### src/wdc_pkg.sv
// package: watchdog control unit constants and register map
package wdc_pkg;
  localparam logic [7:0]  WDC_ADDR_RESTART_KEY = 8'ha6;
  localparam logic [7:0]  WDC_ADDR_CONTROL     = 8'ha7;
  localparam logic [7:0]  WDC_CONTROL_RESET    = 8'h00;
  localparam logic [7:0]  WDC_KEY_FIRST        = 8'h1e;
  localparam logic [7:0]  WDC_KEY_SECOND       = 8'he1;
  // field positions in watchdog_control
  localparam int          WDC_BIT_PRESCALE_LO  = 5;
  localparam int          WDC_BIT_IDLE_FREEZE  = 4;
  localparam int          WDC_BIT_RST_OUT_DIS  = 3;
  localparam int          WDC_BIT_HW_MODE      = 2;
  localparam int          WDC_BIT_SW_RESTART   = 1;
  localparam int          WDC_BIT_SW_ENABLE    = 0;
  // shortest period is 16K machine cycles, i.e. 2**14
  localparam int          WDC_BASE_LOG2        = 14;
  localparam int          WDC_CNT_W            = 21;
  // internal and pin reset pulse length in machine cycles
  localparam int          WDC_RESET_PULSE      = 16;
  localparam logic [4:0]  WDC_PULSE_W_ONE      = 5'h01;

  typedef enum logic [1:0] {
    WDC_KEY_IDLE  = 2'b00,
    WDC_KEY_GOT1  = 2'b01
  } wdc_key_type;
endpackage

### src/wdc_sync.sv
// two-flop synchroniser for asynchronous level inputs
`timescale 1ns/1ps
module wdc_sync #(
  parameter int W = 1
) (
  input  wire logic         i_clk,   // clock
  input  wire logic         i_rst,   // async reset, high
  input  wire logic [W-1:0] i_d,     // async level
  output logic      [W-1:0] o_q      // synchronised level
);
  typedef struct packed {
    logic [W-1:0] s1;
    logic [W-1:0] s2;
  } wdc_sync_type;

  wdc_sync_type st_reg;
  wdc_sync_type st_next;

  always_comb begin
    st_next    = st_reg;
    st_next.s1 = i_d;
    st_next.s2 = st_reg.s1;
  end

  always_ff @(posedge i_clk or posedge i_rst) begin
    if (i_rst) begin
      st_reg <= '0;
    end else begin
      st_reg <= st_next;
    end
  end

  assign o_q = st_reg.s2;
endmodule

### src/wdc_watchdog.sv
// watchdog control unit: control and restart-key registers, counter, reset out
`timescale 1ns/1ps
module wdc_watchdog
  import wdc_pkg::*;
#(
  parameter int PULSE_LEN = WDC_RESET_PULSE
) (
  input  wire logic       I_MCLK,         // machine-cycle clock, 25 MHz
  input  wire logic       I_SYS_RST,      // power-on / warm reset, async high
  input  wire logic [7:0] I_ADDR,         // register address
  input  wire logic [7:0] I_WDATA,        // write data
  input  wire logic       I_WR,           // write strobe
  input  wire logic       I_RD,           // read strobe
  output logic      [7:0] O_RDATA,        // read data, cycle after strobe
  input  wire logic       I_IDLE,         // device in idle mode, async level
  input  wire logic       I_POWER_DOWN,   // device in power-down, async level
  output logic            O_CORE_RST,     // internal core reset pulse
  output logic            O_RST_PIN_O,    // reset pin drive value
  output logic            O_RST_PIN_OE,   // reset pin output enable
  output logic            O_RUNNING       // watchdog counting enabled
);
  import wdc_pkg::*;

  typedef struct packed {
    logic [2:0]           prescale;
    logic                 idle_freeze;
    logic                 reset_output_disable;
    logic                 hardware_mode;
    logic                 software_restart;
    logic                 software_enable;
    logic                 hw_started;
    wdc_key_type          key_state;
    logic [WDC_CNT_W-1:0] count;
    logic [4:0]           pulse_cnt;
    logic                 pulse_pin;
    logic [7:0]           rdata;
  } wdc_state_type;

  wdc_state_type st_reg;
  wdc_state_type st_next;

  logic            idle_s;
  logic            pd_s;
  logic [1:0]      sync_q;
  logic            running;
  logic            advance;
  logic            timeout;
  logic            wr_ctl;
  logic            wr_key;
  logic            key_done;
  logic [7:0]      ctl_view;
  logic [WDC_CNT_W-1:0] limit;

  ////////////////////////////////////////////////////////////////////////////
  // synchronise idle and power-down status
  wdc_sync #(
    .W (2)
  ) u_sync (
    .i_clk (I_MCLK),
    .i_rst (I_SYS_RST),
    .i_d   ({I_POWER_DOWN, I_IDLE}),
    .o_q   (sync_q)
  );
  assign idle_s = sync_q[0];
  assign pd_s   = sync_q[1];

  ////////////////////////////////////////////////////////////////////////////
  // decode and derived conditions
  assign wr_ctl = I_WR && (I_ADDR == WDC_ADDR_CONTROL);
  assign wr_key = I_WR && (I_ADDR == WDC_ADDR_RESTART_KEY);
  // second key byte accepted only right after the first
  assign key_done = wr_key && (I_WDATA == WDC_KEY_SECOND)
                    && (st_reg.key_state == WDC_KEY_GOT1);

  // running is the mode-selected enable
  assign running = st_reg.hardware_mode ? st_reg.hw_started : st_reg.software_enable;

  // power-down stops counting; idle only if idle_freeze set
  assign advance = running && !pd_s && !(idle_s && st_reg.idle_freeze);

  // period is 2**(14+code) machine cycles
  assign limit   = WDC_CNT_W'((64'd1 << (WDC_BASE_LOG2 + int'(st_reg.prescale))) - 64'd1);
  // a prescale cut below the present count still ends the period at once
  assign timeout = advance && (st_reg.count >= limit);

  // enable reads back running status in hardware mode
  always_comb begin
    ctl_view = {st_reg.prescale, st_reg.idle_freeze, st_reg.reset_output_disable,
                st_reg.hardware_mode, st_reg.software_restart, 1'b0};
    ctl_view[WDC_BIT_SW_ENABLE] = st_reg.hardware_mode ? st_reg.hw_started
                                                       : st_reg.software_enable;
  end

  ////////////////////////////////////////////////////////////////////////////
  // next state
  always_comb begin
    st_next       = st_reg;
    st_next.rdata = 8'h00;

    if (I_RD) begin
      if (I_ADDR == WDC_ADDR_CONTROL) begin
        st_next.rdata = ctl_view;
      end else begin
        st_next.rdata = 8'h00;
      end
    end

    // self-clear of software_restart one machine cycle after it is set, in software mode only; it stays set in hardware mode
    if (st_reg.software_restart && !st_reg.hardware_mode) begin
      st_next.software_restart = 1'b0;
    end

    // counter
    if (advance) begin
      st_next.count = timeout ? '0 : st_reg.count + 1'b1;
    end
    if (st_reg.software_restart && !st_reg.hardware_mode) begin
      st_next.count = '0;
    end

    // control register write
    if (wr_ctl) begin
      st_next.prescale             = I_WDATA[WDC_BIT_PRESCALE_LO +: 3];
      st_next.idle_freeze          = I_WDATA[WDC_BIT_IDLE_FREEZE];
      st_next.reset_output_disable = I_WDATA[WDC_BIT_RST_OUT_DIS];
      st_next.software_restart     = I_WDATA[WDC_BIT_SW_RESTART];
      // mode cannot leave hardware mode once started
      if (!st_reg.hw_started) begin
        st_next.hardware_mode = I_WDATA[WDC_BIT_HW_MODE];
      end
      // enable bit write-ignored in hardware mode
      if (!st_reg.hardware_mode) begin
        st_next.software_enable = I_WDATA[WDC_BIT_SW_ENABLE];
      end
    end

    // key sequence tracker
    if (wr_key) begin
      if (I_WDATA == WDC_KEY_FIRST) begin
        st_next.key_state = WDC_KEY_GOT1;
      end else begin
        st_next.key_state = WDC_KEY_IDLE;
      end
    end
    if (key_done && st_reg.hardware_mode) begin
      st_next.hw_started = 1'b1;
      st_next.count      = '0;
    end

    // reset pulse generation
    if (timeout) begin
      st_next.pulse_cnt = 5'(PULSE_LEN);
      st_next.pulse_pin = !st_reg.reset_output_disable;
    end else if (st_reg.pulse_cnt != 5'h00) begin
      st_next.pulse_cnt = st_reg.pulse_cnt - WDC_PULSE_W_ONE;
      if (st_reg.pulse_cnt == WDC_PULSE_W_ONE) begin
        st_next.pulse_pin = 1'b0;
      end
    end
  end

  ////////////////////////////////////////////////////////////////////////////
  // state register; power-on reset disables the watchdog
  always_ff @(posedge I_MCLK or posedge I_SYS_RST) begin
    if (I_SYS_RST) begin
      st_reg <= '{prescale: 3'h0, idle_freeze: 1'b0, reset_output_disable: 1'b0,
                  hardware_mode: 1'b0, software_restart: 1'b0, software_enable: 1'b0,
                  hw_started: 1'b0, key_state: WDC_KEY_IDLE, count: '0,
                  pulse_cnt: 5'h00, pulse_pin: 1'b0, rdata: WDC_CONTROL_RESET};
    end else begin
      st_reg <= st_next;
    end
  end

  ////////////////////////////////////////////////////////////////////////////
  // outputs; pin drive only while pulse active and allowed
  assign O_RDATA      = st_reg.rdata;
  assign O_CORE_RST   = (st_reg.pulse_cnt != 5'h00);
  assign O_RST_PIN_O  = st_reg.pulse_pin;
  assign O_RST_PIN_OE = st_reg.pulse_pin;
  assign O_RUNNING    = running;
endmodule

### config.mk
export PLATFORM = sky130hd
export DESIGN_NAME = wdc_watchdog
export DESIGN_NICKNAME = d
export VERILOG_FILES = /design/src/wdc_pkg.sv /design/src/wdc_sync.sv /design/src/wdc_watchdog.sv
export SDC_FILE = /design/constraint.sdc
export NUM_CORES = 1
export LEC_CHECK = 0
export BUFFER_PORTS_ARGS = -buffer_cell sky130_fd_sc_hd__clkbuf_2
export CAP_MARGIN = 20
export CORE_MARGIN = 3
export CORE_UTILIZATION = 45
export DETAILED_ROUTE_END_ITERATION = 8
export PLACE_DENSITY_LB_ADDON = 0.25
export SLEW_MARGIN = 20
export SYNTH_ARGS = -nofsm -noshare
export SYNTH_HDL_FRONTEND = slang
export SYNTH_SLANG_ARGS = --single-unit
export TNS_END_PERCENT = 1
### constraint.sdc
create_clock -name I_MCLK -period 4 [get_ports I_MCLK]
set_input_delay 0.2 -clock I_MCLK [delete_from_list [all_inputs] [get_ports I_MCLK]]
set_output_delay 0.2 -clock I_MCLK [all_outputs]
set_load 0.03 [all_outputs]
==> out/qor.yml, run 1 <==
logic_synthesis:
  synth_top_flop_cell: "dfrtp_1"
  synth_common_cells: "dfrtp_1 (49), nand2_1 (35), ha_1 (24), inv_1 (22), nor2_1 (21)"
  syn_inst: 331
  synthArstFlopShare_pct: 100
  synth_top_cell_by_area: "dfrtp_1"
  netlist_area_um2: 3100
  synth_top_area_share_pct: 39.6
  ys_seq_elements: 49
  yosysUniqueCellTypes: 53
  synth_area_leaders: "dfrtp_1 (40%), ha_1 (9.7%), nand2_1 (4.2%)"
  ys_seq_area_share_pct: 39.6
  ys.warnings.count: 0
  yosys.cell_count.top_type: "dfrtp_1"
  synth_edf_count: 0
  avgSynthCellArea_um2: 9.36
critical_path:
  worstPathCellList: "inv_1 -> ha_1 -> inv_1 -> or3_1 -> xnor2_1 -> ha_1 -> and3_1 -> a221o_1 -> a21oi_1 -> a31o_2 -> nand3_1 -> o211ai_1"
  reg2reg_to: "st_reg[29]"
  rr_worst_depth: 12
  critPathKind: "reg -> reg"
  max_stage_delay_ns: 0.55
  arrival_ns: 3.69
  crit_fanout: 11
  rrSetupSlack_ns: 0.52
  crit_end: "st_reg[29]"
  worstSetupStartpointType: "flop"
  startpoint: "ctl_view[6]"
  cp-end-kind: "flop"
  crit_family: "compound AO/OA/AOI/OAI gates"
  cp_num_buf_inv: 2
  cp.required_ns: 4.22
  rr_startpoint: "ctl_view[6]"
  cp.depth: 12
  slowest_stage: "dfrtp_1"
finish:
  syn2layout_area_growth_pct: 10.3
  n_antenna_cell: 0
  final_nets: 405
  drive_above_1_share_pct: 18.3
  finalNonFillerCells: 437
  largest_reg_flops: 29
detailed_routing:
  drtAntennaViolNets: 0
  drt_iter0_drc: 114
  drc_errors: 0
  wire_per_inst_um: 15.1
  via_count: 2524
  drt_wl_total_um: 6590
  via_per_inst: 5.78
  first_pass_iters: 4
timing:
  setup_viol: 0
  maxSlewViolCount: 0
  rsz0062_at_grt: "no"
  hold_violations: 0
  clock_skew_ns: 0.00703
  fin_crit_ns: 3.48
  final.setup.tns_ns: 0
  period_share_pct: 86.9
  tightest_slew_ns: 0.839
  max_freq_mhz: 288
  max_slew_margin_pct: 44.0
floorplanning:
  die_y_um: 89.0
  die_w_um: 89.0
  dieArea_um2: 7910
  coreArea_um2: 6490
  start_util_pct: 47.7
  ioPinCount: 34
  rows: 29
pwr:
  power_density_nw_per_um2: 283
  power_leakage_nw: 1.57
  vdd_drop_max_mv: 0.171
place:
  dpl.hpwl_um: 4770
  portBuffers: 33
  dp_cells: 427
  gp_congestion: 0.842
global_route:
  antenna_found_initial: 0
  grt_usage_pct: 17.6
  grt_start_max_net_pins: 50
  grt_pass1_wl_um: 11000
  grt_pass1_vias: 2420
  grt-ovfl-total: 0
clock_network:
  cts_root_buf: "clkbuf_8"
  cts_max_level: 2
  numCtsBuffers: 5
  insertion_delay_ns: 0.30
  clkTransAtPathRegs_ns: 0.09
  cts_tree: "yes"
  cts_num_sinks: 49
  cts-resized-gates: 0
  clockBufferDepth: 2
job:
  cap_viol_max_count: 0
worst_hold_path:
  hold_class: "in -> async"
run_status:
  status: "completed"
## cells in the final DEF, fill, tap and decap left out, types with 3 or more instances in the layout
master,count
dfrtp_1,49
nand2_1,35
clkbuf_2,33
ha_1,24
inv_1,21
nor2_1,21
nand4_1,20
nand3_1,14
and2_1,12
a41oi_1,9
o211ai_1,8
o22ai_1,8
mux2_2,7
a21oi_1,7
nor3_1,6
o21ai_0,5
or3_1,5
xnor2_1,5
clkbuf_8,5
buf_4,5
and3_1,4
nand2b_1,4
a21o_1,3
mux2i_1,3
o21ai_1,3
conb_1,3
## kinds of logic after synthesis
kind of cell | Yosys count | synth area share, %
adders and majority gates | 24 | 9.70
muxes | 10 | 3.52
and+or+nand+nor | 139 | 25.1
other | 1 | 0.121
DFF | 49 | 39.6
xor gates and xnor gates | 7 | 1.98
AOI/OAI and AO/OA | 58 | 13.3
buffers and inverters | 43 | 6.67
## worst min path at each step
stage	slack, ns	endpoint	start	cells after the start
global placement	0.31	u_sync.st_next[0]	I_IDLE	1
floorplan	0.23	u_sync.st_next[0]	I_IDLE	0
global route	0.08	st_reg[15]	I_SYS_RST	2
CTS	0.15	ctl_view[3]	I_WDATA[3]	2
detailed placement	0.31	u_sync.st_next[1]	I_POWER_DOWN	1
finish	0.01	st_reg[14]	I_SYS_RST	2
## stage by stage
step                total power [mW]  worst slack (ns)  hold slack, ns  util [%]  cell area, um^2
floorplan                      0.585             0.846           0.231         -             3100
CTS                            0.979             0.524           0.154      52.6             3420
global placement               0.612             0.641           0.309      50.6             3280
global route                    1.01             0.241          0.0790      52.6             3420
finish                         0.968             0.524          0.0128      52.6             3420
detailed placement             0.616             0.532           0.311      50.6             3280
## layer usage
metal / share of wire (%) / track usage [%] / wire [um] / vias up
met2: 48 / 29.1 / 3190 / 60
met1: 46 / 23.9 / 3000 / 1220
met5: 0 / 0 / 0 / -
li1: - / - / - / 1236
met3: 4.8 / 2.95 / 319 / 8
met4: 1.2 / 5.01 / 79 / 0
## power breakdown
group	switching [mW]	internal, mW
sequential	0.0145	0.508
combinational	0.0478	0.0354
clock	0.174	0.188
total	0.236	0.732
## what timing repair did
item | in CTS | in global routing
setup endpoints to repair | 0 | 0
hold buffers | 2 | 0
setup buffers | 0 | 0
hold endpoints to repair | 2 | 0
## cell type report
cell class	count	area, um^2
Multi-Input combinational cell	241	1680
Inverter	22	83.8
Fill cell	595	3080
Timing Repair Buffer	40	223
Sequential cell	49	1230
Clock buffer	6	72.6
Clock inverter	2	38.8
Tap cell	77	96.3
Note: power is estimated with default switching activity, not from simulation.
==> run 2: changes to the inputs <==
--- a/config.mk
+++ b/config.mk
@@ -8,7 +8,7 @@
 export BUFFER_PORTS_ARGS = -buffer_cell sky130_fd_sc_hd__clkbuf_2
 export CAP_MARGIN = 20
 export CORE_MARGIN = 3
-export CORE_UTILIZATION = 45
+export CORE_UTILIZATION = 40
 export DETAILED_ROUTE_END_ITERATION = 8
 export PLACE_DENSITY_LB_ADDON = 0.25
 export SLEW_MARGIN = 20
==> constraint.sdc (replaced) <==
create_clock -name I_MCLK -period 3.1 [get_ports I_MCLK]
set_input_delay 0.155 -clock I_MCLK [delete_from_list [all_inputs] [get_ports I_MCLK]]
set_output_delay 0.155 -clock I_MCLK [all_outputs]
set_load 0.03 [all_outputs]
==> out/qor.yml, run 2 (same netlist as run 1, synthesis figures left out) <==
global_route:
  grt_pass1_vias: 2431
  grt-ovfl-total: 0
  grt_start_max_net_pins: 50
  antenna_found_initial: 0
  grt_usage_pct: 17.2
  grt_pass1_wl_um: 12100
finish:
  drive_above_1_share_pct: 24.6
  layout_common_cells: "dfrtp_1 (49), nand2_1 (35), clkbuf_2 (33), ha_1 (23), nor2_1 (21)"
  mostFrequentLayoutCell: "dfrtp_1"
  final_nets: 415
  final_core_util_pct: 49.9
  n_antenna_cell: 0
  syn2layout_area_growth_pct: 18.7
  largest_reg_flops: 29
timing:
  period_share_pct: 96.5
  hold_violations: 41
  tightest_slew_ns: 1.19
  clock_skew_ns: 0.0114
  max_slew_margin_pct: 20.5
  fin_crit_ns: 2.99
  hold_ws_ns: -0.0331
  setup_viol: 0
  max_freq_mhz: 334
  maxSlewViolCount: 0
floorplanning:
  dieArea_um2: 8830
  ioPinCount: 34
  start_util_pct: 42.0
  coreArea_um2: 7370
  die_y_um: 94.0
  rows: 31
  die_w_um: 94.0
detailed_routing:
  wire_per_inst_um: 15.4
  drt_iter0_drc: 173
  drtAntennaViolNets: 0
  via_per_inst: 5.44
  drt_wl_total_um: 7240
  first_pass_iters: 4
  drc_errors: 0
  via_count: 2551
clock_network:
  cts_tree: "yes"
  insertion_delay_ns: 0.31
  cts_max_level: 2
  clkTransAtPathRegs_ns: 0.10
  clockBufferDepth: 2
  numCtsBuffers: 5
  cts_root_buf: "clkbuf_8"
  cts_num_sinks: 49
pwr:
  power_leakage_nw: 1.68
  vdd_drop_max_mv: 0.185
  p_total_mw: 1.27
  power_density_nw_per_um2: 346
critical_path:
  rr_worst_depth: 13
  crit_fanout: 6
  arrival_ns: 3.21
  cp.required_ns: 3.32
  worstSetupStartpointType: "flop"
  reg2reg_to: "st_reg[10]"
  cp-end-kind: "flop"
  critPathKind: "reg -> reg"
  rrSetupSlack_ns: 0.11
  rr_startpoint: "ctl_view[7]"
place:
  gp_congestion: 0.894
  dpl.hpwl_um: 5090
  portBuffers: 33
worst_hold_path:
  hold_class: "in -> async"
run_status:
  status: "finished with violations"
  violations: "hold timing"
job:
  cap_viol_max_count: 0
[run 2: repair_timing]
| action | in CTS | in global routing |
|---|---|---|
| resized for setup | 4 | 19 |
| endpoints found under the setup margin | 17 | 27 |
| hold buffers | 2 | 0 |
| endpoints found under the hold margin | 2 | 0 |
| pin swaps | 0 | 10 |
| cloned | 0 | 2 |
| setup buffers | 0 | 4 |
[run 2: per-stage QoR]
step / instances / TNS (ns) / worst slack (ns) / cell area (um^2)
global route: 469 / -0.0480 / -0.0171 / 3670
global placement: 453 / 0 / 0.0682 / 3340
detailed placement: 453 / -0.00226 / -0.00226 / 3340
CTS: 463 / -0.0214 / -0.0214 / 3500
floorplan: 333 / -0.00348 / -0.000580 / 3110
finish: 469 / 0 / 0.109 / 3670
[run 2: worst max path at each step]
stage,start,end,slack (ns)
finish,ctl_view[7],st_reg[10],0.11
global route,ctl_view[6],st_reg[30],-0.02
CTS,ctl_view[7],st_reg[10],-0.02
detailed placement,ctl_view[7],st_reg[17],-0.002
global placement,ctl_view[7],st_reg[16],0.07
floorplan,ctl_view[6],st_reg[21],-0.0006
[run 2: worst max-delay path: stages, from the launching register on]
cell      delay, ns
dfrtp_1        0.37
inv_2          0.07
ha_4           0.28
inv_2          0.04
or3_1          0.35
xnor2_1        0.13
ha_1           0.30
and3_4         0.19
a221o_1        0.32
a21oi_2        0.13
a31o_4         0.28
buf_8          0.15
a21oi_4        0.08
a211oi_1       0.21
[run 2: area by class of cell]
type                            instances  area [um^2]
Clock inverter                          3         43.8
Tap cell                               99          124
Inverter                               22         83.8
Sequential cell                        49         1230
Fill cell                             706         3690
Clock buffer                            5         68.8
Multi-Input combinational cell        241         1780
Timing Repair Buffer                   50          348
[run 2: per-layer routing]
layer	routed length, um	GRT usage, %	vias to the layer above	share of wire [%]
met1	3250	23.7	1235	45
met2	3680	28.3	53	51
met4	76	4.69	0	1.1
li1	-	-	1257	-
met5	0	0	-	0
met3	232	2.24	6	3.2
[run 2: power breakdown]
group | total [mW] | switching, mW | internal, mW
combinational | 0.134 | 0.0715 | 0.0622
sequential | 0.673 | 0.0166 | 0.656
clock | 0.467 | 0.225 | 0.242
total | 1.27 | 0.313 | 0.960
